`src/design/jfp_params.svh`:
```
// constants for the flash programming scan path
`ifndef JFP_PARAMS_SVH
`define JFP_PARAMS_SVH
`define JFP_IR_W 4
`define JFP_CMD_W 15
`define JFP_BYTE_W 8
`define JFP_EN_W 16
`define JFP_OP_ENABLE 4'h4
`define JFP_OP_COMMANDS 4'h5
`define JFP_OP_PAGELOAD 4'h6
`define JFP_OP_PAGEREAD 4'h7
`define JFP_OP_BYPASS 4'hf
`define JFP_UNLOCK_SIG 16'ha370
`define JFP_LOAD_WINDOW_TCK 11
`define JFP_TCK_NS 64
`define JFP_CLK_NS 5
`define JFP_TCK_MIN_CYC 8
`define JFP_FIFO_DEPTH 8
`endif

```
`src/design/jfp_pkg.sv`:
```
// types for the flash programming scan path
package jfp_pkg;
  typedef enum logic [3:0] {
    JFP_RESET = 4'b0000,
    JFP_IDLE = 4'b0001,
    JFP_SEL_DR = 4'b0010,
    JFP_CAP_DR = 4'b0011,
    JFP_SHIFT_DR = 4'b0100,
    JFP_EXIT1_DR = 4'b0101,
    JFP_PAUSE_DR = 4'b0110,
    JFP_EXIT2_DR = 4'b0111,
    JFP_UPD_DR = 4'b1000,
    JFP_SEL_IR = 4'b1001,
    JFP_CAP_IR = 4'b1010,
    JFP_SHIFT_IR = 4'b1011,
    JFP_EXIT1_IR = 4'b1100,
    JFP_PAUSE_IR = 4'b1101,
    JFP_EXIT2_IR = 4'b1110,
    JFP_UPD_IR = 4'b1111
  } jfp_tap_t;
endpackage

```
`src/design/jfp_fifo.sv`:
```
// small valid/ready fifo for the page-load byte stream
`timescale 1ns/100ps
module jfp_fifo #(
  parameter int WIDTH = 8,
  parameter int DEPTH = 8
) (
  input wire logic sys_clk,
  input wire logic reset_n,
  input wire logic in_valid,
  output logic in_ready,
  input wire logic [WIDTH-1:0] in_data,
  output logic out_valid,
  input wire logic out_ready,
  output logic [WIDTH-1:0] out_data
);
  localparam int AW = (DEPTH > 1) ? $clog2(DEPTH) : 1;
  initial begin
    if (DEPTH < 2 || (DEPTH & (DEPTH - 1)) != 0 || WIDTH < 1) begin
      $error("jfp_fifo: depth must be a power of two >= 2");
    end
  end
  typedef struct packed {
    logic [AW:0] wr;
    logic [AW:0] rd;
  } jfp_fifo_st_t;
  logic [WIDTH-1:0] mem [DEPTH];
  jfp_fifo_st_t st_reg;
  jfp_fifo_st_t st_next;
  logic push;
  logic pop;
  logic full;
  logic empty;
  assign full = (st_reg.wr[AW] != st_reg.rd[AW]) && (st_reg.wr[AW-1:0] == st_reg.rd[AW-1:0]);
  assign empty = st_reg.wr == st_reg.rd;
  assign in_ready = !full;
  assign out_valid = !empty;
  assign out_data = mem[st_reg.rd[AW-1:0]];
  assign push = in_valid && !full;
  assign pop = out_ready && !empty;
  always_comb begin
    st_next = st_reg;
    if (push) begin
      st_next.wr = st_reg.wr + 1'b1;
    end
    if (pop) begin
      st_next.rd = st_reg.rd + 1'b1;
    end
  end
  always_ff @(posedge sys_clk) begin
    if (push) begin
      mem[st_reg.wr[AW-1:0]] <= in_data;
    end
  end
  always_ff @(posedge sys_clk or negedge reset_n) begin
    if (!reset_n) begin
      st_reg <= '0;
    end else begin
      st_reg <= st_next;
    end
  end
endmodule

```
`src/design/jfp_scan_path.sv`:
```
// test-access-port data path for flash command entry, page load and page read
//
// Function
// RULE1 - command-entry opcode puts the 15-bit command register between tdi and tdo
// RULE2 - capture-dr under command entry loads the previous command result
// RULE3 - shift-dr under command entry moves the command register once per tck
// RULE4 - update-dr under command entry applies the command word to flash inputs
// RULE5 - each run-test/idle pass under command entry gives one execute pulse
// RULE6 - page-load opcode selects the 8-bit byte register, low bits of command
// RULE7 - page-load update copies byte to holding register, writes buffer within 11 tck
// RULE8 - page-load updates alternate low then high byte, first one low
// RULE9 - page load increments counter before each low write except the first
// RULE10 - page-read opcode selects the 8-bit byte register
// RULE11 - page-read capture takes addressed flash byte, alternating, low first
// RULE12 - page read increments counter after every high-byte capture
// RULE13 - shift-dr under load or read shifts the byte register once per tck
// RULE14 - all shift registers move least significant bit first
// RULE15 - instruction register is four bits wide
// RULE16 - programming paths work only after the unlock signature matched
// RULE17 - programmer sets the start address via command entry first; the counter here is never loaded from a command word
`timescale 1ns/100ps
`include "jfp_params.svh"
module jfp_scan_path #(
  parameter int CMD_W = `JFP_CMD_W,
  parameter int BYTE_W = `JFP_BYTE_W,
  parameter int PC_W = 13,
  parameter int FIFO_DEPTH = `JFP_FIFO_DEPTH
) (
  input wire logic sys_clk,
  input wire logic reset_n,
  input wire logic tck,
  input wire logic tms,
  input wire logic tdi,
  output logic tdo,
  output logic tdo_oe_n,
  output logic [CMD_W-1:0] flash_cmd,
  output logic flash_cmd_valid,
  output logic flash_exec,
  input wire logic [CMD_W-1:0] flash_result,
  output logic [PC_W-1:0] flash_pc,
  input wire logic [2*BYTE_W-1:0] flash_rdata,
  output logic [BYTE_W-1:0] pbuf_data,
  output logic pbuf_high,
  output logic [PC_W-1:0] pbuf_addr,
  output logic pbuf_we,
  output logic prog_enabled
);
  import jfp_pkg::*;
  localparam int ETCK = `JFP_TCK_NS / `JFP_CLK_NS;
  // a byte reaches the buffer two system clocks after update-dr loads the holding register
  localparam int LOAD_CYC = (`JFP_LOAD_WINDOW_TCK * `JFP_TCK_NS) / `JFP_CLK_NS;
  initial begin
    if (CMD_W != `JFP_CMD_W || BYTE_W != `JFP_BYTE_W || PC_W < 1 || PC_W > 24) begin
      $error("jfp_scan_path: unsupported widths");
    end
    if (FIFO_DEPTH * 4 > LOAD_CYC) begin
      $error("jfp_scan_path: fifo too deep for the load window");
    end
    // each tck level must outlast the three-stage edge detector
    if (ETCK < `JFP_TCK_MIN_CYC) begin
      $error("jfp_scan_path: tck too fast for the edge detector");
    end
  end
  //////////////////////////////////////////////////////////////////////
  typedef struct packed {
    logic [2:0] tck_s;
    logic [1:0] tms_s;
    logic [1:0] tdi_s;
    jfp_tap_t tap;
    logic [`JFP_IR_W-1:0] ir_sh;
    logic [`JFP_IR_W-1:0] ir;
    logic [CMD_W-1:0] cmd_sh;
    logic [`JFP_EN_W-1:0] en_sh;
    logic bypass;
    logic unlocked;
    logic load_high;
    logic load_first;
    logic read_high;
    logic [BYTE_W-1:0] hold;
    logic hold_high;
    logic hold_valid;
    logic [PC_W-1:0] pc;
    logic [CMD_W-1:0] cmd_out;
    logic cmd_valid;
    logic exec;
    logic tdo;
    logic tdo_oe_n;
    logic [BYTE_W-1:0] wr_data;
    logic wr_high;
    logic [PC_W-1:0] wr_addr;
    logic wr_en;
  } jfp_st_t;
  jfp_st_t st_reg;
  jfp_st_t st_next;
  logic tck_rise;
  logic tck_fall;
  logic f_in_ready;
  logic f_out_valid;
  logic [BYTE_W+PC_W:0] f_in_data;
  logic [BYTE_W+PC_W:0] f_out_data;
  logic f_push;

  // next controller state for the tms value seen at a tck rise
  function automatic jfp_tap_t tap_step(input jfp_tap_t s, input logic m);
    case (s)
      JFP_RESET: tap_step = m ? JFP_RESET : JFP_IDLE;
      JFP_IDLE: tap_step = m ? JFP_SEL_DR : JFP_IDLE;
      JFP_SEL_DR: tap_step = m ? JFP_SEL_IR : JFP_CAP_DR;
      JFP_CAP_DR: tap_step = m ? JFP_EXIT1_DR : JFP_SHIFT_DR;
      JFP_SHIFT_DR: tap_step = m ? JFP_EXIT1_DR : JFP_SHIFT_DR;
      JFP_EXIT1_DR: tap_step = m ? JFP_UPD_DR : JFP_PAUSE_DR;
      JFP_PAUSE_DR: tap_step = m ? JFP_EXIT2_DR : JFP_PAUSE_DR;
      JFP_EXIT2_DR: tap_step = m ? JFP_UPD_DR : JFP_SHIFT_DR;
      JFP_UPD_DR: tap_step = m ? JFP_SEL_DR : JFP_IDLE;
      JFP_SEL_IR: tap_step = m ? JFP_RESET : JFP_CAP_IR;
      JFP_CAP_IR: tap_step = m ? JFP_EXIT1_IR : JFP_SHIFT_IR;
      JFP_SHIFT_IR: tap_step = m ? JFP_EXIT1_IR : JFP_SHIFT_IR;
      JFP_EXIT1_IR: tap_step = m ? JFP_UPD_IR : JFP_PAUSE_IR;
      JFP_PAUSE_IR: tap_step = m ? JFP_EXIT2_IR : JFP_PAUSE_IR;
      JFP_EXIT2_IR: tap_step = m ? JFP_UPD_IR : JFP_SHIFT_IR;
      JFP_UPD_IR: tap_step = m ? JFP_SEL_DR : JFP_IDLE;
      default: tap_step = JFP_RESET;
    endcase
  endfunction

  // an opcode only acts on flash once the unlock signature has matched
  function automatic logic op_open(input logic [`JFP_IR_W-1:0] code, input logic en,
                                   input logic [`JFP_IR_W-1:0] op);
    op_open = en && (code == op);
  endfunction

  // the command register, or its low byte, is the path between tdi and tdo
  function automatic logic uses_cmd_reg(input logic [`JFP_IR_W-1:0] code);
    case (code)
      `JFP_OP_COMMANDS, `JFP_OP_PAGELOAD, `JFP_OP_PAGEREAD: uses_cmd_reg = 1'b1;
      default: uses_cmd_reg = 1'b0;
    endcase
  endfunction

  // shift right: bit 0 leaves first, tdi enters at the top
  function automatic logic [CMD_W-1:0] shr(input logic [CMD_W-1:0] v, input int w,
                                           input logic d);
    logic [CMD_W-1:0] r;
    r = v >> 1;
    r[w-1] = d;
    return r;
  endfunction

  // second and third stages only; stage 0 feeds stage 1 alone
  assign tck_rise = st_reg.tck_s[1] && !st_reg.tck_s[2];
  assign tck_fall = !st_reg.tck_s[1] && st_reg.tck_s[2];
  //////////////////////////////////////////////////////////////////////
  always_comb begin
    st_next = st_reg;
    st_next.tck_s = {st_reg.tck_s[1:0], tck};
    st_next.tms_s = {st_reg.tms_s[0], tms};
    st_next.tdi_s = {st_reg.tdi_s[0], tdi};
    st_next.exec = 1'b0;
    st_next.wr_en = 1'b0;
    f_push = 1'b0;
    f_in_data = {st_reg.hold_high, st_reg.pc, st_reg.hold};
    if (tck_rise) begin
      st_next.tap = tap_step(st_reg.tap, st_reg.tms_s[1]);
      case (st_reg.tap)
        JFP_RESET: begin
          st_next.ir = `JFP_OP_BYPASS;
        end
        JFP_CAP_IR: begin
          st_next.ir_sh = `JFP_IR_W'(1);
        end
        JFP_SHIFT_IR: begin
          st_next.ir_sh = {st_reg.tdi_s[1], st_reg.ir_sh[`JFP_IR_W-1:1]}; // RULE14 RULE15
        end
        JFP_UPD_IR: begin
          st_next.ir = st_reg.ir_sh; // RULE15
          st_next.load_high = 1'b0; // RULE8
          st_next.load_first = 1'b1; // RULE9
          st_next.read_high = 1'b0; // RULE11
        end
        JFP_CAP_DR: begin
          st_next.bypass = 1'b0;
          if (op_open(st_reg.ir, st_reg.unlocked, `JFP_OP_COMMANDS)) begin
            st_next.cmd_sh = flash_result; // RULE2
          end else if (op_open(st_reg.ir, st_reg.unlocked, `JFP_OP_PAGEREAD)) begin
            st_next.cmd_sh[BYTE_W-1:0] = st_reg.read_high ? flash_rdata[2*BYTE_W-1:BYTE_W] :
                                         flash_rdata[BYTE_W-1:0]; // RULE11
            st_next.read_high = !st_reg.read_high; // RULE11
            // post-increment after the high byte, even past the page end
            if (st_reg.read_high) begin
              st_next.pc = st_reg.pc + 1'b1; // RULE12
            end
          end
        end
        JFP_SHIFT_DR: begin
          case (st_reg.ir)
            `JFP_OP_ENABLE: st_next.en_sh = {st_reg.tdi_s[1], st_reg.en_sh[`JFP_EN_W-1:1]};
            `JFP_OP_COMMANDS: st_next.cmd_sh = shr(st_reg.cmd_sh, CMD_W,
                                                   st_reg.tdi_s[1]); // RULE1 RULE3 RULE14
            `JFP_OP_PAGELOAD, `JFP_OP_PAGEREAD: st_next.cmd_sh = shr(st_reg.cmd_sh, BYTE_W,
                                                   st_reg.tdi_s[1]); // RULE6 RULE10 RULE13
            default: st_next.bypass = st_reg.tdi_s[1];
          endcase
        end
        JFP_UPD_DR: begin
          if (st_reg.ir == `JFP_OP_ENABLE) begin
            st_next.unlocked = st_reg.en_sh == `JFP_UNLOCK_SIG; // RULE16
          end else if (op_open(st_reg.ir, st_reg.unlocked, `JFP_OP_COMMANDS)) begin
            st_next.cmd_out = st_reg.cmd_sh; // RULE4
            st_next.cmd_valid = 1'b1;
          end else if (op_open(st_reg.ir, st_reg.unlocked, `JFP_OP_PAGELOAD)) begin
            st_next.hold = st_reg.cmd_sh[BYTE_W-1:0]; // RULE7
            st_next.hold_high = st_reg.load_high; // RULE8
            st_next.load_high = !st_reg.load_high; // RULE8
            st_next.load_first = 1'b0;
            // pre-increment keeps the last page word from stepping out of the page
            if (!st_reg.load_high && !st_reg.load_first) begin
              st_next.pc = st_reg.pc + 1'b1; // RULE9
            end
            st_next.hold_valid = 1'b1;
          end
        end
        JFP_IDLE: begin
          if (op_open(st_reg.ir, st_reg.unlocked, `JFP_OP_COMMANDS)) begin
            st_next.exec = 1'b1; // RULE5
          end
        end
        default: begin
        end
      endcase
    end
    if (tck_fall) begin
      // tdo changes on the falling test clock edge
      st_next.tdo_oe_n = !(st_reg.tap == JFP_SHIFT_DR || st_reg.tap == JFP_SHIFT_IR);
      if (st_reg.tap == JFP_SHIFT_IR) begin
        st_next.tdo = st_reg.ir_sh[0]; // RULE14
      end else if (st_reg.ir == `JFP_OP_ENABLE) begin
        st_next.tdo = st_reg.en_sh[0];
      end else if (uses_cmd_reg(st_reg.ir)) begin
        st_next.tdo = st_reg.cmd_sh[0]; // RULE1 RULE6 RULE10
      end else begin
        st_next.tdo = st_reg.bypass;
      end
    end
    // holding register drains into the fifo, then to the page buffer
    if (st_reg.hold_valid && f_in_ready && !(tck_rise && st_reg.tap == JFP_UPD_DR)) begin
      f_push = 1'b1; // RULE7
      st_next.hold_valid = 1'b0;
    end
    if (f_out_valid) begin
      st_next.wr_en = 1'b1; // RULE7
      st_next.wr_data = f_out_data[BYTE_W-1:0];
      st_next.wr_addr = f_out_data[BYTE_W+PC_W-1:BYTE_W];
      st_next.wr_high = f_out_data[BYTE_W+PC_W];
    end
    if (st_reg.cmd_valid && st_reg.ir != `JFP_OP_COMMANDS) begin
      st_next.cmd_valid = 1'b0;
    end
    if (!st_reg.unlocked) begin
      st_next.cmd_valid = 1'b0; // RULE16
    end
  end
  //////////////////////////////////////////////////////////////////////
  // the controller wakes in test-logic-reset with the bypass opcode loaded
  always_ff @(posedge sys_clk or negedge reset_n) begin
    if (!reset_n) begin
      st_reg <= '0;
      st_reg.tap <= JFP_RESET;
      st_reg.ir <= `JFP_OP_BYPASS;
      st_reg.tdo_oe_n <= 1'b1;
      st_reg.load_first <= 1'b1;
    end else begin
      st_reg <= st_next;
    end
  end

  // the page buffer takes a byte every cycle, so the fifo drains at once
  jfp_fifo #(
    .WIDTH(BYTE_W + PC_W + 1),
    .DEPTH(FIFO_DEPTH)
  ) u_jfp_fifo (
    .sys_clk(sys_clk),
    .reset_n(reset_n),
    .in_valid(f_push),
    .in_ready(f_in_ready),
    .in_data(f_in_data),
    .out_valid(f_out_valid),
    .out_ready(1'b1),
    .out_data(f_out_data)
  );

  assign tdo = st_reg.tdo;
  assign tdo_oe_n = st_reg.tdo_oe_n;
  assign flash_cmd = st_reg.cmd_out;
  assign flash_cmd_valid = st_reg.cmd_valid;
  assign flash_exec = st_reg.exec;
  assign flash_pc = st_reg.pc;
  assign pbuf_data = st_reg.wr_data;
  assign pbuf_high = st_reg.wr_high;
  assign pbuf_addr = st_reg.wr_addr;
  assign pbuf_we = st_reg.wr_en;
  assign prog_enabled = st_reg.unlocked;
endmodule

```
`config.mk`:
```
export PLATFORM = sky130hd
export DESIGN_NAME = jfp_scan_path
export DESIGN_NICKNAME = d
export VERILOG_FILES = /design/src/design/jfp_pkg.sv /design/src/design/jfp_fifo.sv /design/src/design/jfp_scan_path.sv
export VERILOG_INCLUDE_DIRS = /design/src /design/src/design
export SDC_FILE = /design/constraint.sdc
export NUM_CORES = 1
export LEC_CHECK = 0
export BUFFER_PORTS_ARGS = -buffer_cell sky130_fd_sc_hd__buf_2
export CAP_MARGIN = 20
export CORE_MARGIN = 2
export CORE_UTILIZATION = 50
export CTS_CLUSTER_DIAMETER = 200
export DETAILED_ROUTE_END_ITERATION = 16
export PLACE_DENSITY = 0.68
export SYNTH_ARGS = -nofsm -noshare
export SYNTH_HDL_FRONTEND = slang
export SYNTH_SLANG_ARGS = --single-unit
```
`constraint.sdc`:
```
create_clock -name sys_clk -period 5.8 [get_ports sys_clk]
set_clock_uncertainty 0.15 [all_clocks]
set_input_delay 0.87 -clock sys_clk [delete_from_list [all_inputs] [get_ports sys_clk]]
set_output_delay 0.87 -clock sys_clk [all_outputs]
set_load 0.05 [all_outputs]
```
==> flow_summary_export.csv <==
group,metric,value,unit
clock_network,cts.hold.buffers_added,0,
yosys,yosysTopAreaCellShare,41.7,%
detailed_routing,drtPass1Iterations,5,
final_layout,drive_gt1_share,30.1,%
place,pre_cts_ws,2.62,ns
status,status,"finished clean",
floorplan,start_util,50.6,%
timing,maxSlewHeadroom,34.0,%
detailed_routing,drt-initial-drc-count,390,
place,numPortBuffers,91,
pwr,power_density,344,nW/µm²
worst_setup_path,endpoint_kind,"register",
worst_setup_path,timing.reg2reg.setup_slack,2.63,ns
grt,grt_pass1_wl,37700,µm
min_path,holdCritPathClass,"register to register",
detailed_routing,via_count,6701,
grt,antenna_found_initial,0,
timing,max_freq,0.316,GHz
place,placedCellCount,1155,
yosys,async_flop_share,42.1,%
final_layout,fin_cells,1211,
yosys,synth_area_leaders,"edfxtp_1, dfrtp_1, mux4_2",
yosys,syn_area,12700,µm²
place,dp_hpwl,14500,µm
timing,finalSetupViolCount,0,
floorplan,fp.dieH,163,µm
worst_setup_path,cp.required,6.08,ns
final_layout,nets,896,
timing,worst_pin_slew,0.987,ns
detailed_routing,drc,0,
worst_setup_path,crit_arrival,3.44,ns
clock_network,htree_levels,1,
yosys,mappedNetlistNets,853,
timing,period_minus_slack,3.17,ns
place,place_congestion,0.811,
worst_setup_path,critPathKind,"register to register",
final_layout,largest_register_ffs,176,
floorplan,core,25000,µm²
floorplan,die_w,163,µm
grt,gr-total-overflow,0,
detailed_routing,wl,23400,µm
final_layout,fillers,1965,
clock_network,clock_sinks,304,
detailed_routing,final_antenna_net_count,0,
yosys,synth_cells,814,
detailed_routing,wl_per_cell,19.3,µm
yosys,seq_area_frac_synth,67.0,%
pwr,vdd_ir_drop_max,0.289,mV
timing,rsz0062_at_grt,"no",
job,cap_viol_max_count,0,
timing,final_max_slew_viol_count,0,
clock_network,post_cts_resized,0,
floorplan,dieArea,26600,µm²
final_layout,layout.area.seq,8500,µm²
clock_network,clk_latency,0.56,ns
clock_network,max-clock-path-buffers,3,
timing,fin_setup_tns,0,ns
timing,hold_ws,0.197,ns
timing,setup_ws,2.63,ns
final_layout,antenna_cells,0,
pwr,leakage,5.01,nW
yosys,synth.largest_area_cell,"edfxtp_1",
worst_setup_path,cp_max_fo,18,
floorplan,ios,92,
yosys,yosys_warnings,0,
yosys,yosysMostFrequentCell,"edfxtp_1",
grt,groute.usage.overall,18.2,%
detailed_routing,viasPerCell,5.53,
yosys,synth_edf_count,176,
clock_network,cts-root-buf,"clkbuf_16",
clock_network,cts_setup_buffers,0,
final_layout,multi_input_area,3610,µm²
clock_network,cts_tree,"built",
grt,grt_pass1_vias,6771,
timing,fin_crit_sh,54.6,%
grt,grt_max_degree,96,
clock_network,numCtsBuffers,30,
yosys,ys_ff_latch,304,
yosys,ys_types,61,
final_layout,areaGrowthSynthToFinish,11.5,%
yosys,syn-mean-instance-area,15.6,µm²
clock_network,clk_pin_slew_worst_paths,0.06,ns
worst_setup_path,cp-start-kind,"register",
yosys,synthTopCellsByCount,"edfxtp_1, dfrtp_1, nand2_1",
timing,finalHoldViolations,0,
yosys,synth_flop_cell,"edfxtp_1",
floorplan,rows,58,
kinds of logic after synthesis:
kind of cell,synth area share (%)
buffers and inverters,4.82
AND/OR/NAND/NOR,6.59
multiplexers,14.8
AO/OA/AOI/OAI,4.86
adder cells (fa/ha/maj),0.296
flip-flops,67.0
XOR/XNOR,1.59
worst max-delay path, stage by stage, from the launching register on:
cell and delay, ns:
dfrtp_1 0.68, nor4b_4 0.86, o21ai_1 0.18, a211oi_2 0.76, mux2_2 0.41
worst paths after layout:
kind,startpoint,end,cells after the start
max in group asynchronous,reset_n,st_reg[70],2
setup / recovery,st_reg[111],st_reg[93],4
hold reg to reg,st_next[116],st_reg[116],0
min in group asynchronous,reset_n,pbuf_addr[10],1
setup reg to reg,st_reg[111],st_reg[93],4
hold / removal,st_next[116],st_reg[116],0
area by class of cell:
| type | count | share of cell area, % |
|---|---|---|
| sequential | 304 | 60.1 |
| multi-input combinational | 409 | 25.5 |
| clock buffer | 41 | 6.11 |
| timing repair buffer | 103 | 3.91 |
| tap | 330 | 2.92 |
| clock inverter | 15 | 1.14 |
| inverter | 9 | 0.239 |
cell usage in the layout, fill, tap and decap left out, types with 21 or more instances in the layout:
master and n:
mux2i_1 38, mux2_2 45, edfxtp_1 176, buf_2 90, o21ai_0 42, nand2_1 72, nor2_1 21, clkbuf_16 31
dfrtp_1 120, mux4_2 44
power breakdown:
group / internal (mW) / switching [mW] / total, mW
sequential: 2.37 / 0.155 / 2.53
clock: 1.17 / 0.795 / 1.97
combinational: 0.157 / 0.208 / 0.366
stage by stage:
stage	total power, mW	instance area (µm²)	util [%]
after CTS	4.91	14100	56.4
after global routing	5.07	14100	56.4
after global placement	2.93	13100	52.3
after detailed placement	2.94	13100	52.3
after floorplan	2.83	12700	-
final	4.86	14100	56.4
metal layers:
metal,vias up,global-route usage (%),share of wire (%)
li1,3112,-,-
met1,3358,25.2,44
met2,200,30.2,49
met3,31,3.38,5.2
met4,0,4.26,1.9
met5,-,0,0
No activity file was read; power rests on OpenSTA's default activity.
